`config.mk`:
```
export PLATFORM = sky130hd
export DESIGN_NAME = tcp_channel
export DESIGN_NICKNAME = d
export VERILOG_FILES = /design/src/logic/tcp_pkg.sv /design/src/logic/tcp_channel.sv
export VERILOG_INCLUDE_DIRS = /design/src /design/src/logic
export SDC_FILE = /design/constraint.sdc
export NUM_CORES = 1
export LEC_CHECK = 0
export BUFFER_PORTS_ARGS = -buffer_cell sky130_fd_sc_hd__buf_4
export CAP_MARGIN = 40
export CORE_MARGIN = 10
export CORE_UTILIZATION = 45
export DETAILED_ROUTE_END_ITERATION = 7
export PLACE_DENSITY_LB_ADDON = 0.05
export SYNTH_ARGS = -nofsm -noshare
export SYNTH_HDL_FRONTEND = slang
export SYNTH_SLANG_ARGS = --single-unit
```
`constraint.sdc`:
```
create_clock -name core_clk -period 2.7 [get_ports core_clk]
set_input_delay 0.27 -clock core_clk [delete_from_list [all_inputs] [get_ports core_clk]]
set_output_delay 0.27 -clock core_clk [all_outputs]
set_load 0.01 [all_outputs]
```
`src/logic/tcp_map.svh`:
```
// Register map, field positions and counter and divider constants of the timer channel.
// Assumes a 32-bit AHB-Lite slave decoding byte address bits [7:0].
// Functional notes
// - Capture edge on pin sets channel flag
// - Counter equals channel value sets flag
// - No flag at 0% or 100% PWM
// - Interrupt when flag and enable both set
// - Flag cleared by read then write zero
// - New event restarts clear sequence, flag stays
// - Writing one ignored; reset clears flag, enable
// - Enable bit six: zero polls, one interrupts
// - Mode B without center select: edge PWM
// - Center select gives up/down counting PWM
// - Count up to modulus, down to zero
// - Period twice modulus, pulse twice value
// - Zero or negative value gives 0% duty
// - Value above nonzero modulus gives 100% duty
// - Select A zero: up match low, down high
// - Zero modulus: free run 0x0000 to 0xFFFF; with center select the count turns down at 0x0000 instead
`ifndef TCP_MAP_SVH
`define TCP_MAP_SVH

`define TCP_A_CSC      8'h00
`define TCP_A_CTRL     8'h04
`define TCP_A_MOD      8'h08
`define TCP_A_CHVAL    8'h0C
`define TCP_A_CNT      8'h10
`define TCP_A_IRQ_ST   8'h14
`define TCP_A_IRQ_CLR  8'h18
`define TCP_A_IRQ_EN   8'h1C

`define TCP_CSC_FLAG   7
`define TCP_CSC_IE     6
`define TCP_CSC_MSB    5
`define TCP_CSC_MSA    4
`define TCP_CSC_ELSB   3
`define TCP_CSC_ELSA   2
`define TCP_CTRL_CENTER_ALIGN_SELECT 0
`define TCP_CTRL_CLR   1
`define TCP_IRQ_CH     0
`define TCP_IRQ_TOF    1

`define TCP_CNT_MAX    16'hFFFF
`define TCP_DIV_DEF    8

`endif

```
`src/logic/tcp_pkg.sv`:
```
// Types shared by the timer channel and its bus carrier.
// Assumes tcp_map.svh for all numeric constants.
`default_nettype none
package tcp_pkg;
	typedef enum logic [1:0] {
		TCP_CAPTURE = 2'b00,
		TCP_COMPARE = 2'b01,
		TCP_EPWM    = 2'b10,
		TCP_CENTER_PWM_OUTPUT    = 2'b11
	} tcp_mode_t;

	typedef struct packed {
		logic        hsel;
		logic [7:0]  haddr;
		logic [1:0]  htrans;
		logic        hwrite;
		logic [2:0]  hsize;
		logic [31:0] hwdata;
		logic        hready;
	} tcp_ahb_req_t;

	typedef struct packed {
		logic        hreadyout;
		logic        hresp;
		logic [31:0] hrdata;
	} tcp_ahb_rsp_t;

	typedef struct packed {
		logic [15:0] cnt;
		logic        down;
		logic [7:0]  div;
		logic        flag;
		logic        armed;
		logic        ie;
		logic        msb;
		logic        msa;
		logic        elsb;
		logic        elsa;
		logic        center_align_select;
		logic [15:0] modv;
		logic [15:0] chval;
		logic        level;
		logic        pin_prev;
		logic [1:0]  irq_st;
		logic [1:0]  irq_en;
		logic        wr;
		logic [7:0]  waddr;
		tcp_ahb_rsp_t rsp;
		logic        pin_out;
		logic        pin_oe;
		logic        irq;
	} tcp_state_t;
endpackage : tcp_pkg
`default_nettype wire

```
`src/logic/tcp_channel.sv`:
```
// One timer channel: counter, capture/compare, edge and center PWM, AHB-Lite regs.
// Assumes a single synchronous clock; pin input already synchronous to it.
//
// Register access over AHB-Lite and the placing of the registers were chosen for this implementation.
`include "tcp_map.svh"
`default_nettype none
module tcp_channel
	import tcp_pkg::*;
#(
	parameter int unsigned DIV = `TCP_DIV_DEF
) (
	// Clock and reset
	input  wire logic         core_clk,
	input  wire logic         rst,
	// Register bus
	input  wire tcp_ahb_req_t ahb_req,
	output var  tcp_ahb_rsp_t ahb_rsp,
	// Channel pin
	input  wire logic         ch_pin_in,
	output var  logic         ch_pin_out,
	output var  logic         ch_pin_oe,
	// Interrupt
	output var  logic         irq
);

	tcp_state_t r;
	tcp_state_t n;

	logic      tick;
	logic      match;
	logic      wrap;
	logic      zero_duty;
	logic      full_duty;
	logic      pwm;
	logic      cap_ev;
	logic      ch_ev;
	logic      addr_ph;
	tcp_mode_t md;

	function automatic tcp_mode_t mode_of(input logic center_align_select, input logic msb,
			input logic msa);
		if (center_align_select) begin
			mode_of = TCP_CENTER_PWM_OUTPUT;
		end else if (msb) begin
			mode_of = TCP_EPWM;
		end else if (msa) begin
			mode_of = TCP_COMPARE;
		end else begin
			mode_of = TCP_CAPTURE;
		end
	endfunction : mode_of

	function automatic logic [31:0] rd_word(input tcp_state_t s, input logic [7:0] a);
		rd_word = 32'h0000_0000;
		case (a)
			`TCP_A_CSC:     rd_word[7:0] = {s.flag, s.ie, s.msb, s.msa, s.elsb, s.elsa, 2'b00};
			`TCP_A_CTRL:    rd_word[`TCP_CTRL_CENTER_ALIGN_SELECT] = s.center_align_select;
			`TCP_A_MOD:     rd_word[15:0] = s.modv;
			`TCP_A_CHVAL:   rd_word[15:0] = s.chval;
			`TCP_A_CNT:     rd_word[15:0] = s.cnt;
			`TCP_A_IRQ_ST:  rd_word[1:0] = s.irq_st;
			`TCP_A_IRQ_EN:  rd_word[1:0] = s.irq_en;
			default:        rd_word = 32'h0000_0000;
		endcase
	endfunction : rd_word

	always_comb begin
		n = r;
		n.rsp.hreadyout = 1'b1;
		n.rsp.hresp = 1'b0;
		md = mode_of(r.center_align_select, r.msb, r.msa);
		pwm = (md == TCP_EPWM) || (md == TCP_CENTER_PWM_OUTPUT);
		tick = (r.div == 8'(DIV - 1));
		n.div = tick ? 8'h00 : r.div + 8'h01;
		match = tick && (r.cnt == r.chval);
		zero_duty = (r.chval == 16'h0000) || r.chval[15];
		full_duty = !r.chval[15] && (r.chval > r.modv) && (r.modv != 16'h0000);
		wrap = 1'b0;

		// Counter
		if (tick) begin
			if (r.center_align_select) begin
				if (!r.down && r.cnt == r.modv) begin
					n.down = 1'b1;
					n.cnt = r.cnt - 16'h0001;
				end else if (r.down && r.cnt == 16'h0000) begin
					n.down = 1'b0;
					n.cnt = 16'h0001;
					wrap = 1'b1;
				end else begin
					n.cnt = r.down ? r.cnt - 16'h0001 : r.cnt + 16'h0001;
				end
			end else begin
				n.down = 1'b0;
				// Zero modulus falls through to the natural 16-bit rollover
				if (r.modv != 16'h0000 && r.cnt == r.modv) begin
					n.cnt = 16'h0000;
					wrap = 1'b1;
				end else begin
					n.cnt = r.cnt + 16'h0001;
					wrap = (r.cnt == `TCP_CNT_MAX);
				end
			end
		end

		// Channel events
		n.pin_prev = ch_pin_in;
		cap_ev = (md == TCP_CAPTURE) && ((r.elsa && ch_pin_in && !r.pin_prev)
			|| (r.elsb && !ch_pin_in && r.pin_prev));
		ch_ev = cap_ev || ((md != TCP_CAPTURE) && match
			&& !(pwm && (zero_duty || full_duty)));
		if (cap_ev) begin
			n.chval = r.cnt;
		end

		// Output level
		case (md)
			TCP_CENTER_PWM_OUTPUT: begin
				if (zero_duty) begin
					n.level = 1'b0;
				end else if (full_duty) begin
					n.level = 1'b1;
				end else if (match) begin
					n.level = r.down;
				end
			end
			TCP_EPWM: begin
				if (zero_duty) begin
					n.level = 1'b0;
				end else if (full_duty || (wrap && !match)) begin
					n.level = 1'b1;
				end else if (match) begin
					n.level = 1'b0;
				end
			end
			TCP_COMPARE: begin
				if (match) begin
					n.level = !r.level;
				end
			end
			default: n.level = 1'b0;
		endcase

		// Bus address phase
		addr_ph = ahb_req.hsel && ahb_req.htrans[1] && ahb_req.hready;
		if (addr_ph) begin
			n.wr = ahb_req.hwrite;
			n.waddr = ahb_req.haddr;
			n.rsp.hrdata = ahb_req.hwrite ? 32'h0000_0000 : rd_word(r, ahb_req.haddr);
			if (!ahb_req.hwrite && ahb_req.haddr == `TCP_A_CSC && r.flag) begin
				n.armed = 1'b1;
			end
		end else if (ahb_req.hready) begin
			n.wr = 1'b0;
		end

		// Bus data phase
		if (r.wr) begin
			case (r.waddr)
				`TCP_A_CSC: begin
					n.ie = ahb_req.hwdata[`TCP_CSC_IE];
					n.msb = ahb_req.hwdata[`TCP_CSC_MSB];
					n.msa = ahb_req.hwdata[`TCP_CSC_MSA];
					n.elsb = ahb_req.hwdata[`TCP_CSC_ELSB];
					n.elsa = ahb_req.hwdata[`TCP_CSC_ELSA];
					// A one written to the flag bit is ignored
					if (!ahb_req.hwdata[`TCP_CSC_FLAG] && r.armed) begin
						n.flag = 1'b0;
					end
					n.armed = 1'b0;
				end
				`TCP_A_CTRL: begin
					n.center_align_select = ahb_req.hwdata[`TCP_CTRL_CENTER_ALIGN_SELECT];
					if (ahb_req.hwdata[`TCP_CTRL_CLR]) begin
						n.cnt = 16'h0000;
						n.down = 1'b0;
						n.div = 8'h00;
					end
				end
				`TCP_A_MOD:     n.modv = ahb_req.hwdata[15:0];
				`TCP_A_CHVAL:   n.chval = ahb_req.hwdata[15:0];
				`TCP_A_IRQ_CLR: n.irq_st = r.irq_st & ~ahb_req.hwdata[1:0];
				`TCP_A_IRQ_EN:  n.irq_en = ahb_req.hwdata[1:0];
				default: begin
				end
			endcase
		end

		// Hardware sets win over software clears
		if (ch_ev) begin
			n.flag = 1'b1;
			n.armed = 1'b0;
			n.irq_st[`TCP_IRQ_CH] = 1'b1;
		end
		if (wrap) begin
			n.irq_st[`TCP_IRQ_TOF] = 1'b1;
		end

		n.pin_out = n.level ^ n.elsa;
		n.pin_oe = (mode_of(n.center_align_select, n.msb, n.msa) != TCP_CAPTURE) && (n.elsa || n.elsb);
		n.irq = (n.flag && n.ie) || |(n.irq_st & n.irq_en);
	end

	// Reset clears flag and enable along with everything else
	always_ff @(posedge core_clk) begin
		if (rst) begin
			r <= '0;
		end else begin
			r <= n;
		end
	end

	assign ahb_rsp = r.rsp;
	assign ch_pin_out = r.pin_out;
	assign ch_pin_oe = r.pin_oe;
	assign irq = r.irq;
endmodule : tcp_channel
`default_nettype wire

```
==> results.md, run 1 <==
* Initial core utilization at 0.459
* Netlist cell types at 70
* Vias in the first global route at 5770
* Most common cell after layout, fill and taps aside: buf_4
* Clock tree sinks at 100
* PD cells at 414 mW/mm^2
* Drt pass-1 iters at 6
* Critical Path End Type: register
* Post-synthesis instance area at 0.00634 mm^2
* Sequential area share after synthesis at 0.316
* Port buffer count at 50
* Endpoints failing hold at 0
* Hold Path Class: input pin to register
* Die span in y at 139 um
* DIE WIDTH at 139 um
* CP required at 2.99 ns
* # diodes at 0
* Outcome: completed
* H-Tree Depth at 3
* Final setup fails at 0
* Hold Slack at 0.135 ns
* First-pass GRT wire length at 31500 um
* Routed wire per std cell at 19.5 um
* Antenna Nets Post-Route at 0
* DP Wirelength at 15000 um
* Max-cap violation count at 0
* # DRC at 0
* Startpoint Class: register
* Final min period at 2.57 ns
* Congestion Overflow GR at 0
* Fin Setup TNS at 0 ns
* Placed Area at 0.00697 mm^2
* Leak pwr at 2.92 nW
* Fin crit share at 0.953
* Iteration-0 DRC Markers at 464
* Total track usage at 0.198
* Clock-pin slew on the worst setup and hold paths at 0.07 ns
* Design area at 0.00730 mm^2
* Seq. cell area at 0.00200 mm^2
* Commonest cells after routing, fill and taps aside: buf_4, nor2_1, dfxtp_1
* Number of synthesized flops with an enable pin at 0
* GPL Wtd Cong at 0.948
* Pins over their slew limit at 0
* # fillers at 1350
* Multi-input gate area at 0.00386 mm^2
* Largest net degree at the start of global routing at 54
* TritonCTS clock tree: built
* Synth Area per Inst at 8.04 um^2
* Clock skew at 0.00880 ns
* Initial antenna violation count at 0
* Io pins at 88
* Vias after detailed routing at 6067
* Final nets at 911
* Synth warnings at 0
* Total detailed-routing wirelength at 20000 um
* Critical path class: register to register
* Post-synth ARST share at 0
* Clock latency on the worst-skew pair at 0.36 ns
* Slew margin rel. at 0.487
* CP Max Fanout at 3
* Worst slew pin tran at 0.765 ns
* WP data arrival at 2.86 ns
* Post-layout util at 0.528
* Buffer depth of the longest clock path at 2
* Core Rows at 43
* Post-Syn Instances at 789
* Core area at 0.0138 mm^2
* Peak VDD IR at 0.275 mV
* Ys flop type: dfxtp_1
* RSZ-0062 raised after global routing: false
* Num CTS Buffers at 9
* F_max at 389 MHz
* Vias per cell at 5.92
* Share of post-route cells with drive strength above 1 at 0.174
* Seq cells post-synth at 100
* Synth-to-layout area growth at 15.1%
* Die Area at 0.0192 mm^2
* Clock root cell: clkbuf_16
==> final cells by class <==
| type | instances | area share |
|---|---|---|
| multi-input cells | 590 | 0.529 |
| flip-flops and latches | 100 | 0.275 |
| repair buffers | 109 | 0.112 |
| clock buffers | 11 | 0.0333 |
| well taps | 180 | 0.0309 |
| inverters | 29 | 0.0149 |
| clock inverters | 5 | 0.00583 |
==> path summary, 6_finish.rpt <==
kind	slack, ns	start	depth (start not counted)	to
setup / recovery	0.13	r[95]	9	ch_pin_out
hold / removal	0.13	ch_pin_in	2	r[50]
setup reg to reg	0.13	r[95]	9	ch_pin_out
hold reg to reg	0.44	r[92]	1	r[92]
==> per-layer routing <==
metal,vias to the layer above,routed length [um],track usage
li1,2916,-,-
met1,2937,8790,0.249
met2,185,9670,0.332
met3,29,1130,0.0332
met4,0,411,0.0747
met5,-,0,0
==> power by group <==
group | internal, mW | total, mW | switching, mW | leakage, nW
combinational | 0.0911 | 0.227 | 0.136 | 1.97
clock | 0.667 | 1.29 | 0.624 | 0.143
sequential | 1.49 | 1.50 | 0.0152 | 0.808
==> stage by stage <==
step	power [mW]	instances	worst slack [ns]
2_1_floorplan	1.68	805	0.0648
3_3_place_gp	1.76	1005	0.0620
3_5_place_dp	1.76	1006	0.0307
4_1_cts	3.04	1022	0.0283
5_1_grt	3.12	1024	0.0264
6_report	3.02	1024	0.128
==> sequential cells by signal, summed over array words and instances, names as in the netlist <==
signal	flops
ch_pin_out	1
ahb_rsp	17
irq	1
r	80
ch_pin_oe	1
==> cell usage after synthesis (all sizes together), types with 21 or more instances <==
| cell type | n | area, um^2 |
|---|---|---|
| a22oi | 25 | 188 |
| inv | 29 | 109 |
| ha | 21 | 263 |
| nand2 | 55 | 211 |
| nor3 | 24 | 125 |
| a21oi | 44 | 220 |
| clkbuf | 35 | 131 |
| nor2 | 102 | 383 |
| mux2i | 44 | 440 |
| nand3 | 31 | 155 |
| buf | 50 | 330 |
| dfxtp | 100 | 2000 |
| xor2 | 21 | 184 |
| nor4 | 24 | 163 |
==> worst max-delay path, stage by stage, from the launching register on <==
cell,delay [ns]
dfxtp_1,0.32
or4_4,0.54
or3_4,0.36
nor4b_4,0.25
nand2_2,0.11
ha_4,0.29
nor2_2,0.04
a2111oi_0,0.40
a221oi_1,0.09
o211ai_1,0.10
==> logic make-up (layout without fill, tap and decap cells) <==
group / after synthesis / in the layout / synth area share
other: 1 / 17 / 0.000591
adders and majority gates: 21 / 21 / 0.0414
buffers and inverters: 115 / 154 / 0.0914
and+or+nand+nor: 290 / 290 / 0.226
muxes: 47 / 47 / 0.0748
AOI/OAI and AO/OA: 174 / 174 / 0.194
DFF: 100 / 100 / 0.316
xor gates and xnor gates: 41 / 41 / 0.0566
==> timing repair <==
item	in CTS	in global routing
pin swaps	0	2
endpoints found under the setup margin	1	7
resized for setup	1	5
hold buffers	0	0
cloned	0	0
buffers inserted	0	2
(Power assumes the default switching activity.)
==> inputs of run 2 (changes only) <==
Settings changed: ABC_AREA set to 1.
==> run 2 against run 1 <==
Clock skew shrank 0.0035 ns. Largest power group unchanged. Fmax grew 19%. Clock power is essentially flat. Sequential share of layout area shrank 0.49 points. Power grew 2.1%. Cell area grew 1.7%. Worst hold slack lost 0.0018 ns. Global-route usage grew 1.0 points. Die area grew 6.1%. Core utilization shrank 2.1 points. Largest cell class unchanged. Setup slack gained 0.41 ns. Final cell count grew 20%.
==> results.md, run 2 <==
* Outcome: completed
* GPL Wtd Cong at 0.937 (-1.2%)
* Critical Path, Cell by Cell: inv_1 -> ha_1 -> inv_1 -> nor3_1 -> nand2_1 -> inv_1 -> nand2_1 -> nand2_1 -> nand2_1 -> nand2_1 -> nand2_1 -> nand2_1 -> nand3_1 -> nand2_1 -> nand3_1
* Int Pwr at 2.25 mW (+0.24%)
* Worst hold stages at 3 (+1)
* Endpoints failing hold at 0 (unchanged)
* DIE WIDTH at 143 um (+3.0%)
* Mux cell area share after synthesis at 0 (-0.0748)
* Comb pwr share at 0.096 (+0.021)
* Critical path class: register to register
* WP data arrival at 2.41 ns (-0.45 ns)
* Post-layout util at 0.507 (-0.0211)
* DP Wirelength at 16300 um (+8.7%)
* CP required at 2.95 ns (-0.04 ns)
* Synth top area share at 0.295 (-0.0212)
* Post-CTS sizing at 0 (-1)
* Final setup fails at 0 (unchanged)
* # fillers at 1515 (+12%)
* Clock root cell: clkbuf_16
* PD cells at 416 mW/mm^2 (+0.42%)
* Clock power frac at 0.415 (-0.012)
* Psw at 0.833 mW (+7.5%)
* Max-cap violation count at 0 (unchanged)
* CP Buf/Inv Count at 3 (+3)
* Largest net degree at the start of global routing at 47 (-13%)
* Reg2Reg Depth at 15 (+6)
* Post-synthesis instance area at 0.00680 mm^2 (+7.2%)
* Hold Path Class: input pin to register
* Pins over their slew limit at 0 (unchanged)
* Xor/xnor share of the synthesized area at 0.0412 (-0.0154)
* Number of synthesized flops with an enable pin at 0 (unchanged)
* H-Tree Depth at 3 (unchanged)
* # DRC at 0 (unchanged)
* DP Cell Count at 1213 (+21%)
* First-pass GRT wire length at 33700 um (+7.1%)
* F_max at 463 MHz (+19%)
* Hold_buf cts at 0 (unchanged)
* CP most frequent cell: nand2_1
* Design area at 0.00742 mm^2 (+1.7%)
* Commonest cells after routing, fill and taps aside: nand2_1, inv_1, o21ai_0, dfxtp_1, buf_4
* Core area at 0.0146 mm^2 (+5.9%)
* CP max stage delay at 0.34 ns (-0.20 ns)
* Share of post-route cells with drive strength above 1 at 0.134 (-0.0402)
* Synth warnings at 0 (unchanged)
* Clock tree sinks at 100 (unchanged)
* Congestion Overflow GR at 0 (unchanged)
* Vias after detailed routing at 6589 (+8.6%)
* Total chip power at 3.08 mW (+2.1%)
* Startpoint Class: register
* Synth top area cells: dfxtp_1, nand2_1, o21ai_0
* Buffer depth of the longest clock path at 2 (unchanged)
* Peak VDD IR at 0.296 mV (+7.6%)
* Adder-Cell Fraction of Synth Area at 0.0387 (-0.00278)
* Die span in y at 143 um (+3.0%)
* Synth-to-layout area growth at 9.17%
* Top post-synthesis cells by count: nand2_1, inv_1, dfxtp_1, o21ai_0
* Critical Path End Type: register
* Fin cells at 1229 (+20%)
* Synth Area per Inst at 6.69 um^2 (-17%)
* Fin Setup TNS at 0 ns (unchanged)
* Critical R2R Capture: irq
* Port buffer count at 50 (unchanged)
* Most common cell after layout, fill and taps aside: nand2_1
* Sequential area share after synthesis at 0.295 (-0.0212)
* Placed Area at 0.00714 mm^2 (+2.4%)
* Initial antenna violation count at 0 (unchanged)
* Hold path startpoint: ch_pin_in
* Netlist cell types at 50 (-29%)
* Seq cells post-synth at 100 (unchanged)
* Switch share at 0.270 (+0.0136)
* CP Max Fanout at 5 (+2)
* Final min period at 2.16 ns (-0.413 ns)
* Clock-pin slew on the worst setup and hold paths at 0.07 ns (about the same)
* Worst slew pin tran at 0.810 ns (+0.0450 ns)
* Vias in the first global route at 6237 (+8.1%)
* Die Area at 0.0204 mm^2 (+6.1%)
* Slew margin rel. at 0.459 (-0.0272)
* Post-Syn Instances at 1015 (+29%)
* Most numerous cell in the Yosys netlist: nand2_1
* Fin crit share at 0.800 (-0.153)
* Simple-gate portion of the synthesized area at 0.274 (+0.0478)
* Io pins at 88 (unchanged)
* RSZ-0062 raised after global routing: false
* Clock latency on the worst-skew pair at 0.36 ns (about the same)
* Leak pwr at 3.53 nW (+21%)
* TritonCTS clock tree: built
* Post-CTS Setup Bufs at 0 (unchanged)
* Total track usage at 0.209 (+0.0102)
* Routed wire per std cell at 17.4 um (-11%)
* Worst Hold End: r[50]
* Num CTS Buffers at 9 (unchanged)
* Drt pass-1 iters at 5 (-1)
* Initial core utilization at 0.464 (+0.00552)
* # diodes at 0 (unchanged)
* Slowest cell on crit path: dfxtp_1
* Post-synth top area cell: dfxtp_1
* Largest family of logic cells by synthesized area: simple AND/OR/NAND/NOR gates
* Max FFs per register at 80 (unchanged)
* Synth Area in Compound Gates at 0.200 (+0.00617)
* Top reg by flops: r
* Final nets at 1112 (+22%)
* Iteration-0 DRC Markers at 583 (+26%)
* R2R setup slack at 0.54 ns (+0.41 ns)
* Post-synth ARST share at 0 (unchanged)
* Vias per cell at 5.36 (-9.5%)
* Core Rows at 44 (+2.3%)
* Antenna Nets Post-Route at 0 (unchanged)
* R2r startpoint: r[77]
* Crit path max-delay family: simple AND/OR/NAND/NOR gates
* Clock skew at 0.00525 ns (-0.00355 ns)
* Total detailed-routing wirelength at 21300 um (+6.6%)
* Register share of total power at 0.489 (-0.008)
* Ys flop type: dfxtp_1
==> run 2: cell count changes after synthesis, moves of 16 or more <==
| cell | delta |
|---|---|
| xnor2_1 | -19 |
| o21ai_0 | +87 |
| mux2i_1 | -44 |
| nor2_1 | -33 |
| nor4_1 | -16 |
| nand2_1 | +162 |
| inv_1 | +90 |
| a21oi_1 | +25 |
| a211oi_1 | -19 |
| a22oi_1 | -25 |
==> run 2: stage by stage <==
stage | hold WS [ns] | worst slack (ns)
CTS | 0.129 | 0.557
global placement | 0.434 | 0.528
floorplan | 0.395 | 0.735
detailed placement | 0.445 | 0.522
finish | 0.133 | 0.541
global route | 0.180 | 0.326
==> run 2: worst register-to-register path, cell delays in order (launching register included) <==
cell	delay, ns
dfxtp_1	0.34
inv_1	0.13
ha_1	0.32
inv_1	0.04
nor3_1	0.19
nand2_1	0.13
inv_1	0.07
nand2_1	0.05
nand2_1	0.11
nand2_1	0.09
nand2_1	0.07
nand2_1	0.05
nand2_1	0.17
nand3_1	0.13
nand2_1	0.08
nand3_1	0.07
==> run 2: cells by family after synthesis <==
| kind of cell | after synthesis |
|---|---|
| xor gates and xnor gates | 32 |
| other | 1 |
| and+or+nand+nor | 412 |
| DFF | 100 |
| adders and majority gates | 21 |
| buffers and inverters | 212 |
| AOI/OAI and AO/OA | 237 |
==> run 2: layout make-up <==
| cell class | count | area [um^2] | share of cell area |
|---|---|---|---|
| Multi-Input combinational cell | 719 | 3830 | 0.516 |
| Sequential cell | 100 | 2000 | 0.270 |
| Timing Repair Buffer | 74 | 556 | 0.0749 |
| Inverter | 136 | 526 | 0.0708 |
| Clock buffer | 12 | 246 | 0.0332 |
| Tap cell | 184 | 230 | 0.0310 |
| Clock inverter | 4 | 32.5 | 0.00439 |
==> run 2: how the worst max path moves through the flow <==
stage,startpoint,end,slack [ns],depth (start not counted)
6_report,r[77],irq,0.54,15
5_1_grt,r[111],r[107],0.33,12
4_1_cts,r[77],irq,0.56,15
3_5_place_dp,ahb_req[39],ahb_rsp[4],0.52,9
3_3_place_gp,ahb_req[39],ahb_rsp[4],0.53,9
2_1_floorplan,r[92],ch_pin_out,0.74,10
==> run 2: routing by layer <==
layer,global-route usage,vias up,wire [um]
met5,0,-,0
met4,0.0722,0,433
met3,0.0308,20,1280
met2,0.325,201,9560
met1,0.287,3023,10100
li1,-,3345,-
==> run 2: power groups by stage <==
| stage | clock network [mW] | logic [mW] | registers (mW) |
|---|---|---|---|
| 6_report | 1.28 | 0.296 | 1.51 |
| 3_3_place_gp | 0 | 0.292 | 1.54 |
| 3_5_place_dp | 0 | 0.293 | 1.54 |
| 5_1_grt | 1.36 | 0.330 | 1.51 |
| 4_1_cts | 1.30 | 0.295 | 1.51 |
| 2_1_floorplan | 0 | 0.217 | 1.54 |
==> inputs of run 3 (changes only) <==
Settings changed: ABC_AREA 1 to 0.
Clock period 2.7 ns to 1.9 ns, I/O delays scaled along.
==> run 3 against run 2 <==
Worst hold slack worse by 0.062 ns. Largest power group unchanged. Combinational power rose by 63%. Global-route usage increased by 1.5 points. Highest routed layer unchanged. The run now ends with setup timing left. Via count grew 2.7%. Largest cell class unchanged. Routed wire length grew 6.1%.
==> results.md, run 3 (synthesis results as in run 1) <==
* Io pins at 88 (unchanged)
* Clock skew at 0.00835 ns (+0.00310 ns)
* DP Cell Count at 1141 (-5.9%)
* Leak pwr at 3.92 nW (+11%)
* Pins over their slew limit at 0 (unchanged)
* Buffer depth of the longest clock path at 2 (unchanged)
* Endpoints failing hold at 0 (unchanged)
* Register share of total power at 0.475 (-0.014)
* Commonest cells after routing, fill and taps aside: buf_4, nor2_1, dfxtp_1
* Die Area at 0.0192 mm^2 (-5.8%)
* Routed wire per std cell at 19.2 um (+11%)
* Peak VDD IR at 0.365 mV (+23%)
* Vias in the first global route at 6745 (+8.1%)
* DIE WIDTH at 139 um (-2.9%)
* DP Wirelength at 16700 um (+2.0%)
* Clock root cell: clkbuf_16
* F_max at 392 MHz (-15%)
* # diodes at 0 (unchanged)
* Clock-pin slew on the worst setup and hold paths at 0.08 ns (about the same)
* Total track usage at 0.224 (+0.0151)
* Startpoint Class: register
* Design area at 0.00936 mm^2 (+26%)
* Psw at 1.21 mW (+46%)
* Most common cell after layout, fill and taps aside: buf_4
* Critical path class: register to register
* Critical Path, Cell by Cell: or4_4 -> or3_4 -> nor4b_4 -> nand2_2 -> ha_4 -> nor2_2 -> a2111oi_1 -> a221oi_1 -> o211ai_1
* Clock power frac at 0.417 (+0.002)
* Iteration-0 DRC Markers at 488 (-16%)
* H-Tree Depth at 3 (unchanged)
* WP data arrival at 2.83 ns (+0.42 ns)
* Largest net degree at the start of global routing at 33 (-30%)
* CP Max Fanout at 3 (-2)
* Int Pwr at 3.26 mW (+45%)
* Switch share at 0.271 (+0.00128)
* Max FFs per register at 80 (unchanged)
* Antenna Nets Post-Route at 0 (unchanged)
* CP max stage delay at 0.53 ns (+0.19 ns)
* Die span in y at 139 um (-2.9%)
* Worst hold stages at 2 (-1)
* Clock latency on the worst-skew pair at 0.36 ns (about the same)
* Core area at 0.0138 mm^2 (-5.6%)
* Violated checks: setup timing
* Slowest cell on crit path: or4_4
* Initial antenna violation count at 0 (unchanged)
* Vias per cell at 5.74 (+7.1%)
* Hold_buf cts at 0 (unchanged)
* Drt pass-1 iters at 7 (+2)
* Placed Area at 0.00827 mm^2 (+16%)
* PD cells at 478 mW/mm^2 (+15%)
* Synth-to-layout area growth at 47.6%
* TritonCTS clock tree: built
* Fin cells at 1179 (-4.1%)
* Final worst setup slack at -0.650 ns (-1.19 ns)
* Setup Slack @ Placement at -0.627 ns (-1.15 ns)
* Total detailed-routing wirelength at 22600 um (+6.1%)
* Clock tree sinks at 100 (unchanged)
* RSZ-0062 raised after global routing: true
* Num CTS Buffers at 9 (unchanged)
* Share of post-route cells with drive strength above 1 at 0.407 (+0.273)
* First-pass GRT wire length at 35700 um (+6.0%)
* Final min period at 2.55 ns (+0.391 ns)
* Initial core utilization at 0.459 (-0.00552)
* Fin crit share at 1.34 (+0.542)
* Max-cap violation count at 0 (unchanged)
* Port buffer count at 50 (unchanged)
* Hold Path Class: input pin to register
* GPL Wtd Cong at 0.924 (-1.4%)
* Final setup fails at 32 (+32)
* Reg2Reg Depth at 9 (-6)
* Vias after detailed routing at 6769 (+2.7%)
* R2R setup slack at -0.65 ns (-1.19 ns)
* Comb pwr share at 0.108 (+0.012)
* CP required at 2.18 ns (-0.77 ns)
* Congestion Overflow GR at 0 (unchanged)
* Final nets at 1066 (-4.1%)
* Top reg by flops: r
* Critical Path End Type: register
* # DRC at 0 (unchanged)
* Hold Slack at 0.0713 ns (-0.0617 ns)
* Core Rows at 43 (-2.3%)
* Outcome: complete, but fails checks
==> run 3: cell count changes in the layout (fill, tap and decap cells not counted), moves of 33 or more <==
cell     delta
nand2_1   -164
buf_4     +154
inv_1      -91
o21ai_0    -91
mux2i_1    +39
a21oi_1    -33
==> run 3: final cells by class <==
cell class | count | area [um^2]
fill | 1114 | 4470
multi-input combinational | 591 | 4500
clock inverter | 7 | 62.6
clock buffer | 9 | 225
inverter | 29 | 109
tap | 180 | 225
sequential | 100 | 2050
timing repair buffer | 263 | 2190
==> run 3: routing by layer <==
metal / GRT usage / wire length [um] / part of all wire / vias to the layer above
li1: - / - / - / 3223
met3: 0.0373 / 1350 / 0.060 / 53
met5: 0 / 0 / 0 / -
met4: 0.0824 / 761 / 0.034 / 0
met2: 0.385 / 11000 / 0.48 / 250
met1: 0.273 / 9560 / 0.42 / 3243
==> run 3: repair_timing <==
action,CTS,global route
buffers inserted,13,6
endpoints found under the hold margin,0,0
cloned,4,0
resized for setup,91,50
pin swaps,35,26
setup endpoints to repair,48,42
==> run 3: stage by stage <==
| stage | power (mW) | utilization | TNS (ns) |
|---|---|---|---|
| 5_1_grt | 4.62 | 0.677 | -11.47 |
| 3_5_place_dp | 2.56 | 0.598 | -10.46 |
| 4_1_cts | 4.46 | 0.655 | -7.47 |
| 6_report | 4.47 | 0.677 | -7.65 |
| 2_1_floorplan | 2.41 | - | -4.84 |
| 3_3_place_gp | 2.56 | 0.598 | -9.41 |
==> run 3: critical path: cells and delay by family, from the launching register on <==
kind                       cells  cell delay [ns]
AOI/OAI and AO/OA              3             0.56
adders and majority gates      1             0.28
DFF                            1             0.32
and+or+nand+nor                5             1.30
==> run 3: final timing paths <==
kind / start / to
worst min register to register: r[42] / r[42]
worst max-delay path: r[95] / ch_pin_out
worst min-delay path: ch_pin_in / r[50]
worst max register to register: r[95] / ch_pin_out
==> run 3: power by group through the flow <==
| stage | Clock [mW] | Sequential (mW) | Combinational (mW) |
|---|---|---|---|
| 4_1_cts | 1.89 | 2.13 | 0.444 |
| 2_1_floorplan | 0 | 2.17 | 0.231 |
| 3_5_place_dp | 0 | 2.18 | 0.388 |
| 3_3_place_gp | 0 | 2.17 | 0.381 |
| 6_report | 1.86 | 2.12 | 0.483 |
| 5_1_grt | 1.98 | 2.13 | 0.517 |
